[src/common/audio_fifo_consts.svh]
`ifndef AUDIO_FIFO_CONSTS_SVH
`define AUDIO_FIFO_CONSTS_SVH
// register byte offsets
`define OFF_GCTL 8'h00
`define OFF_TX_EN 8'h04
`define OFF_RX_EN 8'h08
`define OFF_WLEN 8'h0c
`define OFF_TX_LEFT 8'h10
`define OFF_TX_RIGHT 8'h14
`define OFF_RX_LEFT 8'h18
`define OFF_RX_RIGHT 8'h1c
`define OFF_STATUS 8'h20
// word length codes
`define WL_16 2'h0
`define WL_24 2'h1
`define WL_32 2'h2
// fifo levels
`define FIFO_FULL 4'h8
`define FIFO_HALF 4'h4
// status field positions
`define STS_TX_LSB 5'h00
`define STS_RX_LSB 5'h05
// reset values
`define RST_WORD 32'h0000_0000
`endif

[src/common/audio_fifo_pkg.sv]
package audio_fifo_pkg;
   typedef struct packed {
      logic [31:0] left;
      logic [31:0] right;
   } pair_t;
   typedef struct packed {
      logic full;
      logic half;
      logic empty;
      logic ovf;
      logic unf;
   } fifo_flags_t;
   typedef struct packed {
      logic rx_data;
      logic lrck;
      logic sclk;
   } link_in_t;
   typedef enum logic [1:0] {
      TX_OFF = 2'b00,
      TX_FETCH = 2'b01,
      TX_WAIT = 2'b10,
      TX_RUN = 2'b11
   } tx_state_t;
   typedef enum logic [1:0] {
      RX_OFF = 2'b00,
      RX_SYNC = 2'b01,
      RX_LEFT = 2'b10,
      RX_RIGHT = 2'b11
   } rx_state_t;
endpackage

[src/audio_channel_fifo.sv]
// Chosen here: the APB register port and the register offsets.
`timescale 1ns/1ps
// Operation
// - enable fetches pair, shifts left then right
// - only low 16/24 bits shifted out
// - fetch next pair on right load; wrap
// - controller disable zeroes fifo and pointers
// - channel disable aborts shift, fifo untouched
// - empty at enable: resend holding registers
// - empty at fetch: underflow, pointer stays
// - tx underflow clears on pair or controller disable
// - five flags: unf, ovf, empty, half, full
// - receiver waits for next left word start
// - left then right shift into data registers
// - received pairs fill successive locations
// - location freed after both ports read
// - empty read: last data, underflow flag
// - full receive: drop pair, mark last good
// - overflow flag at mark, cleared reading it
// - received words right justified, zero padded
// - registers reachable only over apb
// - tx location committed after both words
// - write while full: drop, overflow flag
`include "audio_fifo_consts.svh"
module audio_channel_fifo
   import audio_fifo_pkg::*;
(
   input wire logic pclk,
   input wire logic presetn,
   input wire logic psel,
   input wire logic penable,
   input wire logic pwrite,
   input wire logic [7:0] paddr,
   input wire logic [31:0] pwdata,
   output logic [31:0] prdata,
   output logic pready,
   output logic pslverr,
   input wire logic sclk_in,
   input wire logic lrck_in,
   input wire logic rx_serial_in,
   output logic tx_serial_out
);
   function automatic logic [31:0] low_bits(input logic [31:0] d, input logic [1:0] wl);
      if (wl == `WL_16)
         low_bits = {16'h0000, d[15:0]};
      else if (wl == `WL_24)
         low_bits = {8'h00, d[23:0]};
      else
         low_bits = d;
   endfunction
   function automatic logic [31:0] msb_align(input logic [31:0] d, input logic [1:0] wl);
      if (wl == `WL_16)
         msb_align = {d[15:0], 16'h0000};
      else if (wl == `WL_24)
         msb_align = {d[23:0], 8'h00};
      else
         msb_align = d;
   endfunction

   // link synchroniser, three stages
   link_in_t s1_r, s2_r, s3_r, lvl_r, lvl_d_r;
   always_ff @(posedge pclk or negedge presetn) begin
      if (!presetn) begin
         s1_r <= '0;
         s2_r <= '0;
         s3_r <= '0;
      end else begin
         s1_r <= {rx_serial_in, lrck_in, sclk_in};
         s2_r <= s1_r;
         s3_r <= s2_r;
      end
   end
   always_ff @(posedge pclk or negedge presetn) begin
      if (!presetn) begin
         lvl_r <= '0;
         lvl_d_r <= '0;
      end else begin
         lvl_r <= (s2_r & s3_r) | (lvl_r & (s2_r | s3_r));
         lvl_d_r <= lvl_r;
      end
   end
   logic sclk_rise, sclk_fall, lrck_rise, lrck_fall;
   assign sclk_rise = lvl_r.sclk & ~lvl_d_r.sclk;
   assign sclk_fall = ~lvl_r.sclk & lvl_d_r.sclk;
   assign lrck_rise = lvl_r.lrck & ~lvl_d_r.lrck;
   assign lrck_fall = ~lvl_r.lrck & lvl_d_r.lrck;

   // apb slave, one wait state
   logic hit, wr, rd;
   logic pready_r, pslverr_r;
   logic [31:0] prdata_r;
   assign hit = psel & penable & ~pready_r;
   assign wr = hit & pwrite;
   assign rd = hit & ~pwrite;
   logic gctl_r, tx_en_r, rx_en_r;
   logic [1:0] wlen_r;
   always_ff @(posedge pclk or negedge presetn) begin
      if (!presetn) begin
         gctl_r <= 1'b0;
         tx_en_r <= 1'b0;
         rx_en_r <= 1'b0;
         wlen_r <= `WL_16;
      end else if (wr) begin
         if (paddr == `OFF_GCTL)
            gctl_r <= pwdata[0];
         if (paddr == `OFF_TX_EN)
            tx_en_r <= pwdata[0];
         if (paddr == `OFF_RX_EN)
            rx_en_r <= pwdata[0];
         if (paddr == `OFF_WLEN)
            wlen_r <= pwdata[1:0];
      end
   end
   logic mapped;
   always_comb begin
      unique case (paddr)
         `OFF_GCTL, `OFF_TX_EN, `OFF_RX_EN, `OFF_WLEN, `OFF_TX_LEFT, `OFF_TX_RIGHT,
         `OFF_RX_LEFT, `OFF_RX_RIGHT, `OFF_STATUS:
            mapped = 1'b1;
         default:
            mapped = 1'b0;
      endcase
   end

   // transmit fifo
   pair_t tx_mem_r [8];
   logic [2:0] tx_wp_r, tx_rp_r;
   logic [3:0] tx_cnt_r;
   logic [31:0] tx_lstage_r;
   logic tx_lpend_r, tx_push, tx_pop, tx_unf_r, tx_ovf_r;
   tx_state_t tx_state_r;
   fifo_flags_t tx_flags, rx_flags;
   assign tx_push = wr & (paddr == `OFF_TX_RIGHT) & tx_lpend_r & (tx_cnt_r != `FIFO_FULL);
   always_ff @(posedge pclk or negedge presetn) begin
      if (!presetn) begin
         tx_lpend_r <= 1'b0;
         tx_lstage_r <= `RST_WORD;
      end else if (!gctl_r) begin
         tx_lpend_r <= 1'b0;
      end else if (wr && paddr == `OFF_TX_LEFT) begin
         tx_lstage_r <= pwdata;
         tx_lpend_r <= 1'b1;
      end else if (wr && paddr == `OFF_TX_RIGHT) begin
         tx_lpend_r <= 1'b0;
      end
   end
   always_ff @(posedge pclk or negedge presetn) begin
      if (!presetn) begin
         for (int i = 0; i < 8; i++)
            tx_mem_r[i] <= '0;
         tx_wp_r <= 3'h0;
      end else if (!gctl_r) begin
         for (int i = 0; i < 8; i++)
            tx_mem_r[i] <= '0;
         tx_wp_r <= 3'h0;
      end else if (tx_push) begin
         tx_mem_r[tx_wp_r] <= '{left: tx_lstage_r, right: pwdata};
         tx_wp_r <= tx_wp_r + 3'h1;
      end
   end
   always_ff @(posedge pclk or negedge presetn) begin
      if (!presetn) begin
         tx_rp_r <= 3'h0;
         tx_cnt_r <= 4'h0;
      end else if (!gctl_r) begin
         tx_rp_r <= 3'h0;
         tx_cnt_r <= 4'h0;
      end else begin
         if (tx_pop)
            tx_rp_r <= tx_rp_r + 3'h1;
         tx_cnt_r <= tx_cnt_r + {3'h0, tx_push} - {3'h0, tx_pop};
      end
   end
   always_ff @(posedge pclk or negedge presetn) begin
      if (!presetn) begin
         tx_unf_r <= 1'b0;
         tx_ovf_r <= 1'b0;
      end else if (!gctl_r) begin
         tx_unf_r <= 1'b0;
         tx_ovf_r <= 1'b0;
      end else begin
         if (tx_state_r == TX_RUN && lrck_rise && tx_cnt_r == 4'h0)
            tx_unf_r <= 1'b1;
         else if (tx_push)
            tx_unf_r <= 1'b0;
         if (wr && paddr == `OFF_TX_RIGHT && tx_lpend_r && tx_cnt_r == `FIFO_FULL)
            tx_ovf_r <= 1'b1;
         else if (wr && paddr == `OFF_STATUS && pwdata[`STS_TX_LSB + 5'h1])
            tx_ovf_r <= 1'b0;
      end
   end

   // transmit channel
   logic [31:0] tx_lhold_r, tx_rhold_r, tx_sh_r;
   logic tx_out_r;
   assign tx_pop = gctl_r & tx_en_r & (tx_cnt_r != 4'h0) &
      ((tx_state_r == TX_FETCH) | ((tx_state_r == TX_RUN) & lrck_rise));
   always_ff @(posedge pclk or negedge presetn) begin
      if (!presetn) begin
         tx_state_r <= TX_OFF;
      end else if (!(gctl_r && tx_en_r)) begin
         tx_state_r <= TX_OFF;
      end else begin
         unique case (tx_state_r)
            TX_OFF:
               tx_state_r <= TX_FETCH;
            TX_FETCH:
               tx_state_r <= TX_WAIT;
            TX_WAIT:
               if (lrck_fall)
                  tx_state_r <= TX_RUN;
            TX_RUN:
               tx_state_r <= TX_RUN;
         endcase
      end
   end
   always_ff @(posedge pclk or negedge presetn) begin
      if (!presetn) begin
         tx_lhold_r <= `RST_WORD;
         tx_rhold_r <= `RST_WORD;
      end else if (tx_pop) begin
         tx_lhold_r <= tx_mem_r[tx_rp_r].left;
         tx_rhold_r <= tx_mem_r[tx_rp_r].right;
      end
   end
   always_ff @(posedge pclk or negedge presetn) begin
      if (!presetn) begin
         tx_sh_r <= `RST_WORD;
         tx_out_r <= 1'b0;
      end else if (tx_state_r == TX_OFF || tx_state_r == TX_FETCH) begin
         tx_sh_r <= `RST_WORD;
         tx_out_r <= 1'b0;
      end else if (lrck_fall) begin
         tx_sh_r <= msb_align(tx_lhold_r, wlen_r);
         tx_out_r <= tx_lhold_r[msb_pos(wlen_r)];
      end else if (lrck_rise && tx_state_r == TX_RUN) begin
         tx_sh_r <= msb_align(tx_rhold_r, wlen_r);
         tx_out_r <= tx_rhold_r[msb_pos(wlen_r)];
      end else if (sclk_fall && tx_state_r == TX_RUN) begin
         tx_sh_r <= {tx_sh_r[30:0], 1'b0};
         tx_out_r <= tx_sh_r[30];
      end
   end
   function automatic logic [4:0] msb_pos(input logic [1:0] wl);
      if (wl == `WL_16)
         msb_pos = 5'd15;
      else if (wl == `WL_24)
         msb_pos = 5'd23;
      else
         msb_pos = 5'd31;
   endfunction

   // receive channel
   rx_state_t rx_state_r;
   logic [31:0] rx_sh_r, rx_ldata_r, rx_rdata_r;
   logic [5:0] rx_bits_r, rx_need;
   logic rx_done;
   assign rx_need = (wlen_r == `WL_16) ? 6'd16 : (wlen_r == `WL_24) ? 6'd24 : 6'd32;
   assign rx_done = (rx_state_r == RX_RIGHT) & lrck_fall;
   always_ff @(posedge pclk or negedge presetn) begin
      if (!presetn) begin
         rx_state_r <= RX_OFF;
      end else if (!(gctl_r && rx_en_r)) begin
         rx_state_r <= RX_OFF;
      end else begin
         unique case (rx_state_r)
            RX_OFF:
               rx_state_r <= RX_SYNC;
            RX_SYNC:
               if (lrck_fall)
                  rx_state_r <= RX_LEFT;
            RX_LEFT:
               if (lrck_rise)
                  rx_state_r <= RX_RIGHT;
            RX_RIGHT:
               if (lrck_fall)
                  rx_state_r <= RX_LEFT;
         endcase
      end
   end
   always_ff @(posedge pclk or negedge presetn) begin
      if (!presetn) begin
         rx_sh_r <= `RST_WORD;
         rx_bits_r <= 6'h00;
         rx_ldata_r <= `RST_WORD;
         rx_rdata_r <= `RST_WORD;
      end else if (lrck_rise || lrck_fall) begin
         rx_sh_r <= `RST_WORD;
         rx_bits_r <= 6'h00;
         if (rx_state_r == RX_LEFT && lrck_rise)
            rx_ldata_r <= low_bits(rx_sh_r, wlen_r);
         if (rx_done)
            rx_rdata_r <= low_bits(rx_sh_r, wlen_r);
      end else if (sclk_rise && rx_state_r[1] && rx_bits_r < rx_need) begin
         rx_sh_r <= {rx_sh_r[30:0], lvl_r.rx_data};
         rx_bits_r <= rx_bits_r + 6'h01;
      end
   end
   // pair pushed the cycle after the right word completes
   logic rx_push_r;
   always_ff @(posedge pclk or negedge presetn) begin
      if (!presetn)
         rx_push_r <= 1'b0;
      else
         rx_push_r <= rx_done & gctl_r;
   end

   // receive fifo
   pair_t rx_mem_r [8];
   logic [2:0] rx_wp_r, rx_rp_r, rx_mark_r;
   logic [3:0] rx_cnt_r;
   logic rx_push, rx_pop, rx_lrd_r, rx_rrd_r, rx_empty_rd;
   logic rx_unf_r, rx_ovf_pend_r, rx_ovf_r;
   logic [31:0] rx_last_l_r, rx_last_r_r;
   assign rx_push = rx_push_r & (rx_cnt_r != `FIFO_FULL);
   assign rx_empty_rd = rd & (rx_cnt_r == 4'h0) &
      ((paddr == `OFF_RX_LEFT) | (paddr == `OFF_RX_RIGHT));
   assign rx_pop = rd & (rx_cnt_r != 4'h0) &
      (((paddr == `OFF_RX_LEFT) & rx_rrd_r) | ((paddr == `OFF_RX_RIGHT) & rx_lrd_r));
   always_ff @(posedge pclk or negedge presetn) begin
      if (!presetn) begin
         for (int i = 0; i < 8; i++)
            rx_mem_r[i] <= '0;
         rx_wp_r <= 3'h0;
      end else if (!gctl_r) begin
         for (int i = 0; i < 8; i++)
            rx_mem_r[i] <= '0;
         rx_wp_r <= 3'h0;
      end else if (rx_push) begin
         rx_mem_r[rx_wp_r] <= '{left: rx_ldata_r, right: rx_rdata_r};
         rx_wp_r <= rx_wp_r + 3'h1;
      end
   end
   always_ff @(posedge pclk or negedge presetn) begin
      if (!presetn) begin
         rx_rp_r <= 3'h0;
         rx_cnt_r <= 4'h0;
         rx_lrd_r <= 1'b0;
         rx_rrd_r <= 1'b0;
      end else if (!gctl_r) begin
         rx_rp_r <= 3'h0;
         rx_cnt_r <= 4'h0;
         rx_lrd_r <= 1'b0;
         rx_rrd_r <= 1'b0;
      end else begin
         rx_cnt_r <= rx_cnt_r + {3'h0, rx_push} - {3'h0, rx_pop};
         if (rx_pop) begin
            rx_rp_r <= rx_rp_r + 3'h1;
            rx_lrd_r <= 1'b0;
            rx_rrd_r <= 1'b0;
         end else if (rd && rx_cnt_r != 4'h0) begin
            if (paddr == `OFF_RX_LEFT)
               rx_lrd_r <= 1'b1;
            if (paddr == `OFF_RX_RIGHT)
               rx_rrd_r <= 1'b1;
         end
      end
   end
   always_ff @(posedge pclk or negedge presetn) begin
      if (!presetn) begin
         rx_last_l_r <= `RST_WORD;
         rx_last_r_r <= `RST_WORD;
      end else if (!gctl_r) begin
         rx_last_l_r <= `RST_WORD;
         rx_last_r_r <= `RST_WORD;
      end else if (rd && rx_cnt_r != 4'h0) begin
         if (paddr == `OFF_RX_LEFT)
            rx_last_l_r <= rx_mem_r[rx_rp_r].left;
         if (paddr == `OFF_RX_RIGHT)
            rx_last_r_r <= rx_mem_r[rx_rp_r].right;
      end
   end
   always_ff @(posedge pclk or negedge presetn) begin
      if (!presetn) begin
         rx_unf_r <= 1'b0;
         rx_ovf_pend_r <= 1'b0;
         rx_mark_r <= 3'h0;
         rx_ovf_r <= 1'b0;
      end else if (!gctl_r) begin
         rx_unf_r <= 1'b0;
         rx_ovf_pend_r <= 1'b0;
         rx_ovf_r <= 1'b0;
      end else begin
         if (rx_empty_rd)
            rx_unf_r <= 1'b1;
         else if (wr && paddr == `OFF_STATUS && pwdata[`STS_RX_LSB])
            rx_unf_r <= 1'b0;
         if (rx_push_r && rx_cnt_r == `FIFO_FULL && !rx_ovf_pend_r) begin
            rx_ovf_pend_r <= 1'b1;
            rx_mark_r <= rx_wp_r - 3'h1;
         end else if (rx_pop && rx_ovf_pend_r && rx_rp_r == rx_mark_r) begin
            rx_ovf_pend_r <= 1'b0;
         end
         rx_ovf_r <= rx_ovf_pend_r && rx_rp_r == rx_mark_r && !rx_pop;
      end
   end

   // flags and read data
   always_comb begin
      tx_flags.full = tx_cnt_r == `FIFO_FULL;
      tx_flags.half = tx_cnt_r <= `FIFO_HALF;
      tx_flags.empty = tx_cnt_r == 4'h0;
      tx_flags.ovf = tx_ovf_r;
      tx_flags.unf = tx_unf_r;
      rx_flags.full = rx_cnt_r == `FIFO_FULL;
      rx_flags.half = rx_cnt_r <= `FIFO_HALF;
      rx_flags.empty = rx_cnt_r == 4'h0;
      rx_flags.ovf = rx_ovf_r;
      rx_flags.unf = rx_unf_r;
   end
   logic [31:0] rdata;
   always_comb begin
      rdata = `RST_WORD;
      unique case (paddr)
         `OFF_GCTL: rdata = {31'h0, gctl_r};
         `OFF_TX_EN: rdata = {31'h0, tx_en_r};
         `OFF_RX_EN: rdata = {31'h0, rx_en_r};
         `OFF_WLEN: rdata = {30'h0, wlen_r};
         `OFF_RX_LEFT:
            rdata = (rx_cnt_r == 4'h0) ? rx_last_l_r : rx_mem_r[rx_rp_r].left;
         `OFF_RX_RIGHT:
            rdata = (rx_cnt_r == 4'h0) ? rx_last_r_r : rx_mem_r[rx_rp_r].right;
         `OFF_STATUS: rdata = {22'h0, rx_flags, tx_flags};
         default: rdata = `RST_WORD;
      endcase
   end
   always_ff @(posedge pclk or negedge presetn) begin
      if (!presetn) begin
         pready_r <= 1'b0;
         pslverr_r <= 1'b0;
         prdata_r <= `RST_WORD;
      end else begin
         pready_r <= hit;
         pslverr_r <= hit & ~mapped;
         if (rd)
            prdata_r <= rdata;
      end
   end
   assign prdata = prdata_r;
   assign pready = pready_r;
   assign pslverr = pslverr_r;
   assign tx_serial_out = tx_out_r;
endmodule

[config.mk]
export PLATFORM = sky130hd
export DESIGN_NAME = audio_channel_fifo
export DESIGN_NICKNAME = d
export VERILOG_FILES = /design/src/common/audio_fifo_pkg.sv /design/src/audio_channel_fifo.sv
export VERILOG_INCLUDE_DIRS = /design/src /design/src/common
export SDC_FILE = /design/constraint.sdc
export NUM_CORES = 2
export LEC_CHECK = 0
export ABC_AREA = 1
export BUFFER_PORTS_ARGS = -buffer_cell sky130_fd_sc_hd__buf_4
export CAP_MARGIN = 0
export CELL_PAD_IN_SITES_DETAIL_PLACEMENT = 1
export CELL_PAD_IN_SITES_GLOBAL_PLACEMENT = 1
export CORE_MARGIN = 2
export CORE_UTILIZATION = 45
export CTS_BUF_LIST = sky130_fd_sc_hd__clkbuf_8
export DETAILED_ROUTE_END_ITERATION = 10
export HOLD_SLACK_MARGIN = 0.06
export PLACE_DENSITY_LB_ADDON = 0.1
export SLEW_MARGIN = 20
export SYNTH_ARGS = -nofsm -noshare
export SYNTH_HDL_FRONTEND = slang
export SYNTH_SLANG_ARGS = --single-unit
[constraint.sdc]
create_clock -name pclk -period 2.7 [get_ports pclk]
set_input_delay 0.27 -clock pclk [delete_from_list [all_inputs] [get_ports pclk]]
set_output_delay 0.27 -clock pclk [all_outputs]
set_load 0.1 [all_outputs]
# --- Word-level counts from Yosys, hierarchy flattened ---
# Index checks and enable logic that the tools add are counted.
classes:
  bitwise: 43
  reduce_logical: 53
  eq_ne: 38
  magnitude_cmp: 11
  addsub: 10
  muxes: 98
op_table:
  columns: ["operator", "count"]
  rows:
  - ["512-bit two-way mux", 4]
  - ["512-bit bitwise mux", 2]
  - ["64-bit binary-select mux with 3-bit select", 2]
  - ["64-bit demux with 3-bit select", 2]
  - ["32-bit two-way mux", 12]
  - ["64-bit two-way mux", 6]
  - ["31-bit two-way mux", 8]
  - ["32-bit case mux with 7 select lines", 1]
  - ["8-bit by 5-bit equality test with 1-bit output (second input constant)", 4]
  - ["1-bit two-way mux", 31]
  - ["5-bit two-way mux", 6]
  - ["2-bit AND reduction", 13]
  - ["1-bit bitwise AND", 25]
  - ["1-bit logical AND", 24]
  - ["3-bit two-way mux", 8]
  - ["6-bit two-way mux", 4]
  - ["3-bit by 1-bit inequality test with 1-bit output (second input constant)", 8]
  - ["8-bit by 4-bit equality test with 1-bit output (second input constant)", 2]
  - ["4-bit greater-or-equal comparator (second input constant)", 4]
  - ["3-bit inverter with 4-bit output", 4]
  - ["2-bit by 1-bit inequality test with 1-bit output (second input constant)", 7]
  - ["3-bit by 1-bit adder with 3-bit output (second input constant)", 4]
  - ["5-bit by 6-bit < comparator with 1-bit output (second input constant)", 2]
  - ["4-bit two-way mux", 3]
  - ["32 further kinds", 67]
word_totals:
  regBits: 1407
  in_bits: 48
  out_inout_bits: 35
  elab_cells: 335

# --- Longest topological paths before layout ---
depth:
  word_depth: 11
  ltp_mapped: 16
  mapped_depth_nobuf: 14

# --- Worst setup path after synthesis ---
# OpenSTA, ideal clock, no wires.
synth_timing:
  kind: "flip-flop to flip-flop"
  startpoint: "register pready_r, in the netlist pready"
  endpoint: "register rx_cnt_r[2]"
  period_less_slack_ns: 2.955
  t_arrival_ns: 2.812
  required_ns: 2.557
  slack_ns: -0.255
  stages_incl_launch_ff: 12
  cell_sequence: "dfrtp_1 > nor2_2 > nand2_1 > nor2_1 > nand2_1 > o22ai_1 > ha_1 > inv_1 > ha_1 > fa_1 > xnor2_1 > nor2_1"
synth_via:
  elab_chain_cells: 7
synth_rtl:
  columns: ["item", "line", "source"]
  rows:
  - ["start, declared", "audio_channel_fifo.sv:90", "logic pready_r, pslverr_r;"]
  - ["start signal, assigned", "audio_channel_fifo.sv:433", "pready_r <= hit;"]
  - ["1-bit inverter", "audio_channel_fifo.sv:92", "assign hit = psel & penable & ~pready_r;"]
  - ["1-bit bitwise AND", "audio_channel_fifo.sv:92", null]
  - ["net hit", "audio_channel_fifo.sv:89", "logic hit, wr, rd;"]
  - ["1-bit bitwise AND", "audio_channel_fifo.sv:94", "assign rd = hit & ~pwrite;"]
  - ["1-bit bitwise AND (2 in series)", "audio_channel_fifo.sv:318", "assign rx_pop = rd & (rx_cnt_r != 4'h0) &"]
  - ["4-bit by 1-bit subtractor with 4-bit output", "audio_channel_fifo.sv:346", "rx_cnt_r <= rx_cnt_r + {3'h0, rx_push} - {3'h0, rx_pop};"]
  - ["4-bit two-way mux", "audio_channel_fifo.sv:340", "end else if (!gctl_r) begin"]
  - ["end signal, assigned", "audio_channel_fifo.sv:346", null]
  - ["end, declared", "audio_channel_fifo.sv:311", "logic [3:0] rx_cnt_r;"]
# The timed path passes the listed nets, and every way through them passes these cells.
# A chain may end at the register's enable or synchronous reset.

# --- Worst setup path after layout ---
layout_timing:
  startpoint: "input port paddr[3]"
  endpoint: "register rx_cnt_r[2]"
layout_via:
  elab_chain_cells: 6
  word_cells_on_any_way: 8
  classes_between: "1 x add/sub; 2 x eq/ne; 1 x mux; 4 x bitwise"
layout_rtl:
  columns: ["item", "line", "source"]
  rows:
  - ["start, declared", "audio_channel_fifo.sv:33", "input wire logic [7:0] paddr,"]
  - ["8-bit by 5-bit equality test with 1-bit output", null, null]
  - ["1-bit bitwise AND", "audio_channel_fifo.sv:319", "(((paddr == `OFF_RX_LEFT) & rx_rrd_r) | ((paddr == `OFF_RX_RIGHT) & rx_lrd_r));"]
  - ["1-bit bitwise OR (*)", "audio_channel_fifo.sv:319", null]
  - ["1-bit bitwise AND (*)", "audio_channel_fifo.sv:318", null]
  - ["4-bit by 1-bit subtractor with 4-bit output (*)", "audio_channel_fifo.sv:346", null]
  - ["4-bit two-way mux (*)", "audio_channel_fifo.sv:340", null]
# Every way passes the cells marked *; elsewhere a longest branch is shown, timed or not.

==> results by group <==
Logic synthesis
  – Post-synth net total: 7856
  – Yosys top cell area share: between 50% and 60%
  – Synth Area in XOR/XNOR: 0.08152%
  – Most common cell in the synthesized netlist: nand2_1
  – Largest family of logic cells by synthesized area: simple AND/OR/NAND/NOR gates
  – Top FF cell, synth: dfrtp_1
  – Async SR Flop Fraction: 100.0%
  – Post-synth top cells: nand2_1, dfrtp_1, o21ai_0, inv_1, nand3_1
  – Synth top area cells: dfrtp_1, nand2_1, o21ai_0
  – Library cells used by synthesis: 43
  – Simple-gate portion of the synthesized area: 21.80%
  – Mapped cell area: 64460 um^2
  – Cells after Synth: ~7.8k
  – Multiplexer share of the synthesized area: approximately 1.1%
  – Yosys top cell by area: dfrtp_1
  – Complex-gate fraction of the synthesized area: 14.38%
  – Register area share after synthesis: between 50 and 60%
  – Synth Register Bits: 1407
  – Post-Synth Adder-Cell Area: less than 1%
  – Number of synthesized flops with an enable pin: 0
  – Avg Cell Area, Syn: 8.284 um^2
  – Synthesis warning total: 0

Route
  – Initial DRC count: 4227
  – First-pass DRT Iterations: 5
  – Final ANT Viol Nets: 0
  – WL/cell: 22.70 um
  – Vias: roughly 57k
  – WL final: around 230 mm
  – Vias per cell: 5.680
  – DRC Markers: 0

Global routing
  – First-pass GRT wire length: 354.8 mm
  – GRT Total Usage: a little under a third
  – Largest net degree at the start of global routing: 121
  – Initial antenna violation count: 2
  – Gr ovfl total: 0
  – Vias in the first global route: between 60k and 70k

Finish
  – Final non-filler cell total: 9955
  – Nets: around 8.0k
  – Layout cells sized above 1: 9.277%
  – Synthesis-to-layout area growth: 14.17%
  – Fillers: 16.99k

Worst setup path
  – Critical path arrival: 3460 ps
  – CP Max Fanout: 2
  – WP data required: around 3500 ps
  – Critical path type: primary input to register
  – Slowest cell on crit path: dlygate4sd3_1
  – Worst Setup End Kind: register
  – Worst-case reg-to-reg path depth: 7
  – Crit-path cells: dlygate4sd3_1, buf_4, nand2_1, dlygate4sd3_1, nor2_2, inv_1, nor2_1, nand2_1, o22ai_2, ha_1, inv_1, ha_1, fa_1, xnor2_1, nor2_1
  – Max incr delay on CP: ~560 ps
  – Startpoint types: primary input

Timing
  – Fmax: 381.6 MHz
  – Skew final: 45.96 ps
  – Measured slew at the worst slew-check pin: 1066 ps
  – Crit share post-route: 97.07%
  – Finish-stage setup viols: 0
  – Max-slew violation count: 0
  – Final min period: 2621 ps
  – Max-slew headroom: 28.83%
  – Hold slack: 140.0 ps
  – Final Hold Fails: 0

Place
  – Post-DP HPWL: 129.3 mm
  – Inst Count DP: 9445
  – Number of buffers added on ports: 82
  – GP Congestion: 0.8284

Power and ir drop
  – Max IR drop VDD: 0.4787 mV
  – Power Density: ~560 nW/um^2
  – Lkg Pwr: 35.42 nW
  – Power, Total: approximately 42 mW

Status
  – Run status: complete, no violations

Floorplanning
  – Row count: 138
  – Die H: approximately 380 um
  – # IOs: 83
  – Die ar.: 146300 um^2
  – Starting Density: 45.42%
  – Core region area: approximately 140000 um^2
  – DIE WIDTH: between 300 and 400 um

Flow run
  – Max Cap Viol: 0

Hold path
  – Hold Path Class: primary input to register
  – Hold path depth: 3

Clock tree
  – Buffer depth of the longest clock path: 3
  – Clk Latency, worst-skew pair: roughly 1000 ps
  – CTS Buf Count: 240
  – Clk slew on worst S/H paths: 60 ps
  – H-Tree Depth: 4
  – Clock root buffer: clkbuf_8
  – CTS tree: built
  – Clock Sink Count: 1407
[logic make-up after synthesis]
| family | count (synthesis) |
|---|---|
| buffers and inverters | 1152 |
| xor gates and xnor gates | 6 |
| muxes | 65 |
| DFF | 1407 |
| adders and majority gates | 29 |
| and+or+nand+nor | 3503 |
| AOI/OAI and AO/OA | 1620 |
[flip-flops by register name (all words and copies together), names as in the netlist, 4 cells and up]
signal / cells
tx_mem_r: 512
tx_lhold_r: 32
rx_sh_r: 32
tx_cnt_r: 4
tx_sh_r: 31
rx_last_l_r: 32
rx_cnt_r: 4
rx_mem_r: 512
tx_rhold_r: 32
rx_ldata_r: 32
tx_lstage_r: 32
rx_bits_r: 6
prdata: 32
rx_rdata_r: 32
rx_last_r_r: 32
[area by class of cell]
class	instances	area (um^2)	share of cell area [%]
sequential	1407	35240	47.88
multi-input combinational	5225	24560	33.37
timing repair buffer	416	4528	6.152
clock buffer	297	4088	5.554
tap	1890	2365	3.213
inverter	597	2247	3.053
clock inverter	121	569.3	0.7735
antenna	2	5.005	0.006800
[power by group]
| part | internal, mW | switching, mW |
|---|---|---|
| combinational | 0.383 | 1.06 |
| clock | 9.82 | 9.06 |
| sequential | 21.1 | 0.0345 |
| total | 31.3 | 10.2 |
[final timing paths]
| kind | slack [ps] | startpoint | to |
|---|---|---|---|
| worst max-delay path | 80 | paddr[3] | rx_cnt_r[2] |
| worst min-delay path | 140 | pwdata[9] | tx_lstage_r[9] |
| worst max register to register | 140 | pready | rx_unf_r |
| worst min register to register | 350 | s1_r[0] | s2_r[0] |
| max in group asynchronous | 1250 | presetn | tx_mem_r[139] |
| min in group asynchronous | 640 | presetn | rx_mem_r[449] |
[repair_timing]
action | in CTS | in global routing
hold endpoints to repair | 1715 | 3
resized for setup | 0 | 2
buffers inserted | 0 | 0
hold buffers | 88 | 1
endpoints found under the setup margin | 0 | 129
[per-layer routing]
layer | part of all wire [%] | vias up | track usage [%] | routed length [um]
met5 | 0.0058 | - | 0 | 13
met4 | 3.8 | 2 | 12.20 | 8601
met3 | 4.6 | 483 | 4.459 | 10290
met2 | 50 | 1374 | 53.63 | 112200
met1 | 42 | 28950 | 38.94 | 94880
li1 | - | 25740 | - | -
[layout by cell type (no fill, tap or decap), types with 87 or more instances in the layout]
cell / netlist / layout
o211ai_1: 158 / 158
nand2_1: 2535 / 2529
dlygate4sd3_1: 0 / 87
nor2_1: 400 / 394
a21oi_1: 203 / 203
buf_4: 4 / 234
inv_1: 586 / 679
buf_12: 0 / 93
o22ai_1: 436 / 435
dfrtp_1: 1407 / 1399
clkbuf_8: 0 / 297
o21ai_0: 731 / 731
nand3_1: 518 / 516
[per-stage QoR]
step / worst slack [ps] / util [%] / cell area (um^2) / setup TNS (ps)
final: 79.22 / 51.86 / 73600 / 0
after global routing: -8.062 / 51.86 / 73600 / -14.32
after CTS: 8.368 / 51.84 / 73580 / 0
after detailed placement: 31.52 / 47.93 / 68030 / 0
after global placement: 68.78 / 47.93 / 68030 / 0
after floorplan: 33.65 / - / 64470 / 0
[worst max-delay path, delay by kind of cell]
kind,cells,cell delay (ps)
buffers and inverters,5,1360
and+or+nand+nor,5,720
xor gates and xnor gates,1,190
adders and majority gates,3,760
AOI/OAI and AO/OA,1,140
Power figures use the tool's default switching activity.
